$ cat src/include/tpgd_defs.vh
// Constants for the three-phase gate drive control block
`ifndef TPGD_DEFS_VH
`define TPGD_DEFS_VH
// ============================================================
// Register offsets
`define TPGD_A_CTRL      8'h00
`define TPGD_A_DEADTIME  8'h04
`define TPGD_A_SIMUL     8'h08
`define TPGD_A_MASK      8'h0C
`define TPGD_A_STATUS0   8'h10
`define TPGD_A_CLEAR     8'h14
`define TPGD_A_CALIB     8'h18
// ============================================================
// Field positions
`define TPGD_B_BYPASS_FULL_ON_MODE    0
`define TPGD_B_DESATM    1
`define TPGD_B_ZERODT    2
`define TPGD_B_LOCK      3
`define TPGD_B_OC        0
`define TPGD_B_PHASE     1
`define TPGD_B_DESAT     2
`define TPGD_B_NOSHUT    8
`define TPGD_B_ENA       3
`define TPGD_B_SIMDONE   4
`define TPGD_B_LOCKED    5
`define TPGD_B_SIMON     6
`define TPGD_B_ARMED     8
// ============================================================
// Reset values and limits
`define TPGD_CTRL_RST    4'h2
`define TPGD_DT_RST      8'h14
`define TPGD_DT_MIN      8'h01
`define TPGD_DT_MAX      8'hFF
`define TPGD_CAL_RST     8'h05
`define TPGD_MASK_RST    9'h000
// ============================================================
// Timing
`define TPGD_CLK_NS      10
`define TPGD_STEP_NS     50
`define TPGD_FILT_NS     1000
`define TPGD_BLANK_NS    500
`endif

$ cat src/tpgd_top.v
// Three-phase gate drive control: deadtime, lockout, fault logic, registers
`timescale 1ns/1ps
`include "tpgd_defs.vh"

// Functional notes
// RULE1 - Deadtime programmable in about 50 ns steps from zero to near 12 us.
// RULE2 - Host trims the deadtime time base through a calibration register.
// RULE3 - Simultaneous on mode disables the blanking delay.
// RULE4 - Simultaneous on setting accepted once per reset, later writes ignored.
// RULE5 - Full-on, desaturation and zero-deadtime modes set and then locked by host.
// RULE6 - Command leading edge turns complement off now, selected on after deadtime.
// RULE7 - Any turn-off starts the deadtime timer, blocking complement turn-on.
// RULE8 - Turn-on after deadtime elapsed happens with no added delay.
// RULE9 - High side stays off after enable until its low side was on once.
// RULE10 - Low-side current limit blanked after each input state change.
// RULE11 - Overcurrent trip changes the indication output and latches the fault.
// RULE12 - Latched overcurrent shows in status 0 and raises interrupt if unmasked.
// RULE13 - Overcurrent interrupt holds until fault gone and group A clear issued.
// RULE14 - Desat still present at blanking end after high-side on initiates fault.
// RULE15 - Initiated desat fault registers only after 1.0 us filter.
// RULE16 - Registered desat fault turns off all gates of all phases.
// RULE17 - Desat vanishing before filter end discards it and restarts filter.
// RULE18 - Valid faults recorded in status register readable by host.
// RULE19 - Host can mask interrupt sources and disable fault shutdown.
// RULE20 - Commanded deadtime limited to 1..255 time-base cycles, saturating.
// RULE21 - Phase error flag is OR over phases of high and low errors.
// RULE22 - Phase error interrupt holds until fault gone and group B clear issued.
// RULE23 - After a protective fault the lockout must be initialised again.
module tpgd_top #(
	parameter NPH = 3
) (
	// Clock and reset
	input  wire            sys_clk,
	input  wire            rst_n,
	// Register port
	input  wire [7:0]      reg_addr,
	input  wire [31:0]     reg_wdata,
	input  wire            reg_wr,
	input  wire            reg_rd,
	output reg  [31:0]     reg_rdata,
	// Enables and commands
	input  wire            enable_1,
	input  wire            enable_2,
	input  wire [NPH-1:0]  phase_high_side_cmd,
	input  wire [NPH-1:0]  phase_low_side_cmd,
	// Comparators
	input  wire            oc_comp,
	input  wire [NPH-1:0]  desat_comp,
	input  wire [NPH-1:0]  phase_switch_node,
	// Gate drives and indications
	output reg  [NPH-1:0]  phase_upper_gate,
	output reg  [NPH-1:0]  phase_lower_gate,
	output reg             overcurrent_indication,
	output wire            cur_limit_blank,
	output wire            int_out
);

	// ============================================================
	// Derived timing
	localparam FILT_CYC  = (`TPGD_FILT_NS + `TPGD_CLK_NS - 1) / `TPGD_CLK_NS;
	localparam BLANK_CYC = (`TPGD_BLANK_NS + `TPGD_CLK_NS - 1) / `TPGD_CLK_NS;
	localparam [7:0] FILT_N  = FILT_CYC[7:0];
	localparam [7:0] BLANK_N = BLANK_CYC[7:0];
	localparam [7:0] ONE8    = 8'h01;

	// Clamp a requested deadtime into the legal command range
	function [7:0] sat_dt;
		input [31:0] v;
		begin
			if (v > {24'h0000_00, `TPGD_DT_MAX})
				sat_dt = `TPGD_DT_MAX;
			else if (v < {24'h0000_00, `TPGD_DT_MIN})
				sat_dt = `TPGD_DT_MIN;
			else
				sat_dt = v[7:0];
		end
	endfunction

	// ============================================================
	// Registers
	reg [3:0]      ctrl_r;
	reg [7:0]      deadtime_r;
	reg [7:0]      calib_r;
	reg            simul_r;
	reg            simul_done_r;
	reg [8:0]      mask_r;
	reg            oc_lat_r;
	reg            phase_flag_r;
	reg            desat_flag_r;
	reg [NPH-1:0]  hs_d_r;
	reg [NPH-1:0]  ls_d_r;
	reg [NPH-1:0]  sel_hs_r;
	reg [NPH-1:0]  sel_ls_r;
	reg [NPH-1:0]  armed_r;
	reg [7:0]      dt_cnt_r [0:NPH-1];
	reg [7:0]      tb_cnt_r;
	reg [7:0]      blank_r;
	reg [NPH-1:0]  desat_init_r;
	reg [7:0]      filt_r;

	// ============================================================
	// Combinational next values
	reg [NPH-1:0]  sel_hs_nxt;
	reg [NPH-1:0]  sel_ls_nxt;
	reg [NPH-1:0]  up_nxt;
	reg [NPH-1:0]  lo_nxt;
	reg [NPH-1:0]  armed_nxt;
	reg [7:0]      dt_nxt [0:NPH-1];
	reg [NPH-1:0]  turn_off;
	reg            any_on;
	reg            any_edge;
	integer        i, j, k;

	wire           locked   = ctrl_r[`TPGD_B_LOCK];
	wire           full_on  = ctrl_r[`TPGD_B_BYPASS_FULL_ON_MODE];
	wire           zero_dt  = ctrl_r[`TPGD_B_ZERODT];
	wire           desat_md = ctrl_r[`TPGD_B_DESATM];
	wire           enabled  = enable_1 & enable_2;
	wire           no_shut  = mask_r[`TPGD_B_NOSHUT];
	// Fault state kills drive only while shutdown is allowed
	wire           shutdown = (desat_flag_r | phase_flag_r) & ~no_shut; // RULE16 RULE19
	wire           tick     = (tb_cnt_r == 8'h00);
	wire           blank_end = (blank_r == ONE8);
	wire           wr_clr   = reg_wr & (reg_addr == `TPGD_A_CLEAR);
	wire           clr_a    = wr_clr & reg_wdata[0];
	wire           clr_b    = wr_clr & reg_wdata[1];

	wire [NPH-1:0] hs_rise = phase_high_side_cmd & ~hs_d_r;
	wire [NPH-1:0] hs_fall = ~phase_high_side_cmd & hs_d_r;
	wire [NPH-1:0] ls_rise = phase_low_side_cmd & ~ls_d_r;
	wire [NPH-1:0] ls_fall = ~phase_low_side_cmd & ls_d_r;

	// Phase errors judged once the blanking window closes
	wire [NPH-1:0] ph_err = (phase_upper_gate & ~phase_switch_node) |
	                        (phase_lower_gate & phase_switch_node);
	wire           ph_any = blank_end & (|ph_err); // RULE21

	// ============================================================
	// Per-phase switching logic
	always @*
	begin
		any_on = 1'b0;
		any_edge = 1'b0;
		for (i = 0; i < NPH; i = i + 1)
		begin
			sel_hs_nxt[i] = sel_hs_r[i];
			sel_ls_nxt[i] = sel_ls_r[i];
			// Low side wins a same-cycle tie; it is the safe one
			if (hs_rise[i])
			begin
				sel_hs_nxt[i] = 1'b1;
				sel_ls_nxt[i] = 1'b0;
			end
			else if (hs_fall[i])
				sel_hs_nxt[i] = 1'b0;
			if (ls_rise[i])
			begin
				sel_ls_nxt[i] = 1'b1;
				sel_hs_nxt[i] = 1'b0;
			end
			else if (ls_fall[i])
				sel_ls_nxt[i] = 1'b0;
			any_edge = any_edge | hs_rise[i] | hs_fall[i] | ls_rise[i] | ls_fall[i];

			// Immediate turn-off of whatever is no longer selected
			up_nxt[i] = phase_upper_gate[i] & sel_hs_nxt[i]; // RULE6
			lo_nxt[i] = phase_lower_gate[i] & sel_ls_nxt[i]; // RULE6
			turn_off[i] = (phase_upper_gate[i] & ~up_nxt[i]) |
			              (phase_lower_gate[i] & ~lo_nxt[i]);

			// Deadtime timer
			if (turn_off[i])
				dt_nxt[i] = zero_dt ? 8'h00 : deadtime_r; // RULE7 RULE1
			else if (tick && (dt_cnt_r[i] != 8'h00))
				dt_nxt[i] = dt_cnt_r[i] - ONE8;
			else
				dt_nxt[i] = dt_cnt_r[i];

			// Turn-on only once the timer has run out
			if (~turn_off[i] && (dt_cnt_r[i] == 8'h00)) // RULE7 RULE8
			begin
				if (sel_hs_nxt[i] && !lo_nxt[i] && armed_r[i]) // RULE9
					up_nxt[i] = 1'b1;
				if (sel_ls_nxt[i] && !up_nxt[i])
					lo_nxt[i] = 1'b1;
			end

			// Full-on skips the decision stage, still exclusive
			if (full_on)
			begin
				up_nxt[i] = phase_high_side_cmd[i] & ~phase_low_side_cmd[i] & armed_r[i];
				lo_nxt[i] = phase_low_side_cmd[i] & ~phase_high_side_cmd[i];
			end
			// Simultaneous mode lets both sides follow their inputs
			if (simul_r)
			begin
				up_nxt[i] = phase_high_side_cmd[i] & armed_r[i];
				lo_nxt[i] = phase_low_side_cmd[i];
			end
			if (!enabled || shutdown)
			begin
				up_nxt[i] = 1'b0; // RULE16
				lo_nxt[i] = 1'b0;
			end

			// Lockout re-arms only through a low-side turn-on
			if (!enabled || shutdown)
				armed_nxt[i] = 1'b0; // RULE23
			else if (lo_nxt[i])
				armed_nxt[i] = 1'b1; // RULE9
			else
				armed_nxt[i] = armed_r[i];

			any_on = any_on | (up_nxt[i] & ~phase_upper_gate[i]) |
			         (lo_nxt[i] & ~phase_lower_gate[i]);
		end
	end

	// ============================================================
	// Gate and timer state
	always @(posedge sys_clk or negedge rst_n)
	begin
		if (!rst_n)
		begin
			hs_d_r <= {NPH{1'b0}};
			ls_d_r <= {NPH{1'b0}};
			sel_hs_r <= {NPH{1'b0}};
			sel_ls_r <= {NPH{1'b0}};
			phase_upper_gate <= {NPH{1'b0}};
			phase_lower_gate <= {NPH{1'b0}};
			armed_r <= {NPH{1'b0}};
			for (j = 0; j < NPH; j = j + 1)
				dt_cnt_r[j] <= 8'h00;
		end
		else
		begin
			hs_d_r <= phase_high_side_cmd;
			ls_d_r <= phase_low_side_cmd;
			sel_hs_r <= sel_hs_nxt;
			sel_ls_r <= sel_ls_nxt;
			phase_upper_gate <= up_nxt;
			phase_lower_gate <= lo_nxt;
			armed_r <= armed_nxt;
			for (j = 0; j < NPH; j = j + 1)
				dt_cnt_r[j] <= dt_nxt[j];
		end
	end

	// ============================================================
	// Deadtime time base, trimmed by the host
	always @(posedge sys_clk or negedge rst_n)
	begin
		if (!rst_n)
			tb_cnt_r <= 8'h00;
		else if (tick)
			tb_cnt_r <= (calib_r == 8'h00) ? 8'h00 : calib_r - ONE8; // RULE2
		else
			tb_cnt_r <= tb_cnt_r - ONE8;
	end

	// ============================================================
	// Blanking window after switching and input changes
	always @(posedge sys_clk or negedge rst_n)
	begin
		if (!rst_n)
			blank_r <= 8'h00;
		else if (any_on || any_edge)
			blank_r <= simul_r ? ONE8 : BLANK_N; // RULE3 RULE10
		else if (blank_r != 8'h00)
			blank_r <= blank_r - ONE8;
	end

	// Current limit stays blanked while the window is open, never in simultaneous on mode
	assign cur_limit_blank = (blank_r != 8'h00) & ~simul_r; // RULE10 RULE3

	// ============================================================
	// Desaturation detection and filter
	always @(posedge sys_clk or negedge rst_n)
	begin
		if (!rst_n)
		begin
			desat_init_r <= {NPH{1'b0}};
			filt_r <= 8'h00;
		end
		else
		begin
			for (k = 0; k < NPH; k = k + 1)
			begin
				if (!desat_comp[k] || !phase_upper_gate[k])
					desat_init_r[k] <= 1'b0; // RULE17
				else if (blank_end && desat_md)
					desat_init_r[k] <= 1'b1; // RULE14
			end
			// Filter restarts from zero whenever nothing is pending
			if (desat_init_r == {NPH{1'b0}})
				filt_r <= 8'h00; // RULE17
			else if (filt_r != FILT_N)
				filt_r <= filt_r + ONE8; // RULE15
		end
	end

	// ============================================================
	// Fault flags; a new event beats a clear in the same cycle
	always @(posedge sys_clk or negedge rst_n)
	begin
		if (!rst_n)
		begin
			overcurrent_indication <= 1'b0;
			oc_lat_r <= 1'b0;
			phase_flag_r <= 1'b0;
			desat_flag_r <= 1'b0;
		end
		else
		begin
			overcurrent_indication <= oc_comp; // RULE11
			if (oc_comp)
				oc_lat_r <= 1'b1; // RULE11
			else if (clr_a)
				oc_lat_r <= 1'b0; // RULE13
			if (ph_any)
				phase_flag_r <= 1'b1; // RULE21
			else if (clr_b && (ph_err == {NPH{1'b0}}))
				phase_flag_r <= 1'b0; // RULE22
			if (filt_r == FILT_N)
				desat_flag_r <= 1'b1; // RULE15
			else if (clr_b && (desat_comp == {NPH{1'b0}}))
				desat_flag_r <= 1'b0; // RULE22
		end
	end

	assign int_out = (oc_lat_r & mask_r[`TPGD_B_OC]) | // RULE12 RULE19
	                 (phase_flag_r & mask_r[`TPGD_B_PHASE]) |
	                 (desat_flag_r & mask_r[`TPGD_B_DESAT]);

	// ============================================================
	// Register writes
	always @(posedge sys_clk or negedge rst_n)
	begin
		if (!rst_n)
		begin
			ctrl_r <= `TPGD_CTRL_RST;
			deadtime_r <= `TPGD_DT_RST;
			calib_r <= `TPGD_CAL_RST;
			simul_r <= 1'b0;
			simul_done_r <= 1'b0;
			mask_r <= `TPGD_MASK_RST;
		end
		else if (reg_wr)
		begin
			case (reg_addr)
				`TPGD_A_CTRL:
				begin
					// Lock bit freezes modes until the next reset
					if (!locked)
						ctrl_r <= reg_wdata[3:0]; // RULE5
				end
				`TPGD_A_DEADTIME:
					deadtime_r <= sat_dt(reg_wdata); // RULE20 RULE1
				`TPGD_A_CALIB:
					calib_r <= reg_wdata[7:0]; // RULE2
				`TPGD_A_SIMUL:
				begin
					if (!simul_done_r)
					begin
						simul_r <= reg_wdata[0]; // RULE4
						simul_done_r <= 1'b1; // RULE4
					end
				end
				`TPGD_A_MASK:
					mask_r <= reg_wdata[8:0]; // RULE19
				default:
					mask_r <= mask_r;
			endcase
		end
	end

	// ============================================================
	// Register reads, one cycle latency
	always @(posedge sys_clk or negedge rst_n)
	begin
		if (!rst_n)
			reg_rdata <= 32'h0000_0000;
		else if (reg_rd)
		begin
			case (reg_addr)
				`TPGD_A_CTRL:
					reg_rdata <= {28'h000_0000, ctrl_r};
				`TPGD_A_DEADTIME:
					reg_rdata <= {24'h0000_00, deadtime_r};
				`TPGD_A_CALIB:
					reg_rdata <= {24'h0000_00, calib_r};
				`TPGD_A_SIMUL:
					reg_rdata <= {31'h0000_0000, simul_r};
				`TPGD_A_MASK:
					reg_rdata <= {23'h00_0000, mask_r};
				`TPGD_A_STATUS0:
					reg_rdata <= {21'h00_0000, armed_r, 1'b0, simul_r, locked, // RULE18
					              simul_done_r, enabled, desat_flag_r, phase_flag_r, oc_lat_r}; // RULE12
				default:
					reg_rdata <= 32'h0000_0000;
			endcase
		end
		else
			reg_rdata <= 32'h0000_0000;
	end

endmodule // tpgd_top

$ cat config.mk
export PLATFORM = sky130hd
export DESIGN_NAME = tpgd_top
export DESIGN_NICKNAME = d
export VERILOG_FILES = /design/src/tpgd_top.v
export VERILOG_INCLUDE_DIRS = /design/src /design/src/include
export SDC_FILE = /design/constraint.sdc
export NUM_CORES = 1
export LEC_CHECK = 0
export BUFFER_PORTS_ARGS = -buffer_cell sky130_fd_sc_hd__buf_2
export CELL_PAD_IN_SITES_DETAIL_PLACEMENT = 1
export CELL_PAD_IN_SITES_GLOBAL_PLACEMENT = 2
export CORE_MARGIN = 10
export CORE_UTILIZATION = 40
export CTS_BUF_LIST = sky130_fd_sc_hd__clkbuf_4
export DETAILED_ROUTE_END_ITERATION = 16
export GPL_ROUTABILITY_DRIVEN = 0
export GPL_TIMING_DRIVEN = 0
export PLACE_DENSITY = 0.86
export SLEW_MARGIN = 25
export SYNTH_ARGS = -nofsm -noshare
export SYNTH_HDL_FRONTEND = slang
export SYNTH_SLANG_ARGS = --single-unit
$ cat constraint.sdc
create_clock -name sys_clk -period 6.6 [get_ports sys_clk]
set_clock_uncertainty 0.05 [all_clocks]
set_input_delay 1.32 -clock sys_clk [delete_from_list [all_inputs] [get_ports sys_clk]]
set_output_delay 1.32 -clock sys_clk [all_outputs]
set_load 0.01 [all_outputs]
==> results.py <==
metrics = {
    "run": {
        "cap_violations": 0,
    },
    "floorplanning": {
        "io_pins": 100,
        "die_w_um": 146,
        "die_h_um": 146,
        "die-area_mm2": 0.0213,
        "initial_utilization_pct": 40.5,
        "num_rows": 46,
        "core_mm2": 0.0157,
    },
    "sta": {
        "tns_ps": 0,
        "rsz0062_at_grt": "no",
        "fin_crit_sh_pct": 53.2,
        "tightest_slew_ps": 906,
        "setup_violations": 0,
        "finalHoldViolCount": 0,
        "min_period_ps": 3510,
        "max_clock_freq_ghz": 0.285,
        "slew_viol_final": 0,
        "fin_ws_ps": 3090,
        "maxSlewHeadroom_pct": 39.5,
    },
    "setup_path": {
        "reg2reg_from": "tb_cnt_r[2]$_DFF_PN0_",
        "r2r_cells": 8,
        "critPathKind": "reg -> out",
        "cp.required_ps": 5230,
        "critical_path.max_fanout": 10,
        "r2r_setup_slack_ps": 3590,
        "critical_path.startpoint": "simul_r$_DFFE_PN0P_",
        "cp-end-kind": "output pin",
        "arrival_ps": 2140,
        "critPathLaunchType": "flop",
        "r2r-end": "dt_cnt_r[5]$_DFFE_PN0P_",
        "cp-endpoint": "cur_limit_blank",
    },
    "cells_and_area": {
        "syn_to_final_growth_pct": 17.1,
        "fin_cells": 976,
        "drive_gt1_share_pct": 22.0,
        "fin_nets": 820,
    },
    "clocking": {
        "clock-sinks": 118,
        "insertion_delay_ps": 550,
        "cts-root-buf": "clkbuf_4",
        "clk_transition_reported_paths_ps": 100,
        "cts_tree": "yes",
        "hold_buffers": 0,
        "htree_levels": 4,
        "post_cts_resized": 0,
        "post_cts_buffers": 0,
        "cts_buffer_depth": 2,
        "cts_made_buffers": 17,
    },
    "hold_path": {
        "hold_class": "reg -> reg",
    },
    "status": {
        "status": "finished, final reports clean",
    },
    "drt": {
        "via_per_inst": 5.25,
        "drtAntennaViolNets": 0,
        "drc": 0,
        "vias": 5121,
        "dr.pass1.iters": 5,
        "routed_wl_mm": 17.8,
        "drt_iter0_drc": 273,
        "routedWlPerCell_um": 18.2,
    },
    "yosys": {
        "syn_area_mm2": 0.00636,
        "ys_types": 75,
        "synth_edf_count": 0,
        "async_flop_share_pct": 100,
        "synth.avg_cell_area_um2": 10.1,
        "synth_cells": 629,
        "yosysMostFrequentCell": "dfrtp_1",
        "yosys.area.top_type_share_pct": 44.5,
        "yosys.area.top_type": "dfrtp_1",
        "synth_ff_type": "dfrtp_1",
        "synth_area_leaders": "dfrtp_1, xnor2_1, mux2i_1",
        "ys_warn_count": 0,
        "synthTopCellsByCount": "dfrtp_1, nand2_1, nor2_1, inv_1, xnor2_1",
        "ys_seq_area_share_pct": 46.6,
        "ys_ff_latch": 118,
    },
    "global_route": {
        "grt.met2_usage_pct": 29.5,
        "gr-usage-met3_pct": 4.26,
        "grt_busiest_layer": "met2",
        "grt_max_degree": 79,
        "grt_pass1_vias": 5720,
        "grt_usage_pct": 17.1,
        "grt_pass1_wl_mm": 29.7,
        "use_met1_pct": 20.2,
        "overflow": 0,
        "grt_antenna_before_repair": 1,
    },
    "pwr": {
        "powerDensity_mw_per_mm2": 248,
        "p_leak_nw": 3.35,
        "irDropWorstVdd_uv": 108,
        "p_total_w": 0.00185,
    },
    "placed_design": {
        "hpwl_mm": 13.7,
        "place_inst": 943,
        "place_ws_ps": 2670,
        "io_buffers": 77,
    },
}
## routing by layer
layer | wire, µm | part of all wire (%) | up-vias
met1 | 7630 | 43 | 2524
li1 | - | - | 2442
met4 | 293 | 1.6 | 0
met5 | 0 | 0 | -
met3 | 919 | 5.2 | 26
met2 | 8940 | 50 | 129
## power by group
group	total (W)	internal, W	switching (W)	leakage [nW]
clock	0.000585	0.000307	0.000278	0.171
combinational	0.000352	0.000164	0.000188	1.70
sequential	0.000912	0.000819	0.0000931	1.48
total	0.00185	0.00129	0.000558	3.35
## worst max-delay path, stage by stage (launching register included)
cell and delay (ps):
dfrtp_1 380, clkbuf_1 380, clkbuf_1 550, a31oi_1 90, buf_2 180
## per-stage QoR
stage | cell area, µm² | hold slack [ps] | utilization (%)
3_5_place_dp | 7120 | 431 | 45.3
3_3_place_gp | 7090 | 423 | 45.1
5_1_grt | 7440 | 464 | 47.4
6_report | 7440 | 453 | 47.4
2_1_floorplan | 6430 | 404 | -
4_1_cts | 7430 | 456 | 47.3
## kinds of logic after synthesis
kind of cell             synth area share (%)
XOR/XNOR                                 5.65
adder cells (fa/ha/maj)                  2.95
AND/OR/NAND/NOR                          18.1
other                                  0.0590
flip-flops                               46.6
multiplexers                             8.44
buffers and inverters                    5.49
AO/OA/AOI/OAI                            12.8
## sequential cells by signal (all words and copies together), names as in the netlist, 4 cells and up
name and flops:
blank_r 8, calib_r 8, ctrl_r 4, deadtime_r 8, dt_cnt_r 24, filt_r 8
mask_r 9, reg_rdata 11, tb_cnt_r 8
## final cells by class
cell class | count | area [µm²]
Tap cell | 216 | 270
Clock inverter | 12 | 160
Fill cell | 1843 | 8270
Sequential cell | 118 | 2960
Buffer | 38 | 225
Timing Repair Buffer | 78 | 423
Inverter | 33 | 124
Antenna cell | 1 | 2.50
Clock buffer | 20 | 150
Multi-Input combinational cell | 460 | 3130
## worst min-delay path by stage
stage                             startpoint                       end  slack, ps  depth (start not counted)
floorplan           simul_done_r$_DFFE_PN0P_  simul_done_r$_DFFE_PN0P_        400                          1
global placement       mask_r[4]$_DFFE_PN0P_     mask_r[4]$_DFFE_PN0P_        420                          1
detailed placement     mask_r[5]$_DFFE_PN0P_     mask_r[5]$_DFFE_PN0P_        430                          1
CTS                    mask_r[5]$_DFFE_PN0P_     mask_r[5]$_DFFE_PN0P_        460                          1
global route           mask_r[5]$_DFFE_PN0P_     mask_r[5]$_DFFE_PN0P_        460                          1
finish                 mask_r[5]$_DFFE_PN0P_     mask_r[5]$_DFFE_PN0P_        450                          1
## cells in the final DEF, fill, tap and decap left out, types with 4 or more instances in the layout
cell type and count:
xnor2_1 29, o22ai_1 9, buf_4 21, clkbuf_4 20, o21ai_0 16, clkbuf_1 12
mux2_2 13, and3_1 9, inv_1 32, nor3_1 21, nor2b_1 10, nand2b_1 16
ha_1 15, o22a_1 7, nand3_1 19, nand2_1 53, conb_1 21, a31oi_1 9
o21ai_1 7, nor2_1 42, mux2i_1 24, mux2_1 12, a22oi_1 9, bufinv_16 4
a21oi_1 19, dfstp_2 5, o211ai_1 4, clkinv_2 5, buf_2 79, nor3b_1 5
dfrtp_1 113, xor2_1 12, nor4_1 16
Note: power is estimated with default switching activity, not from simulation.
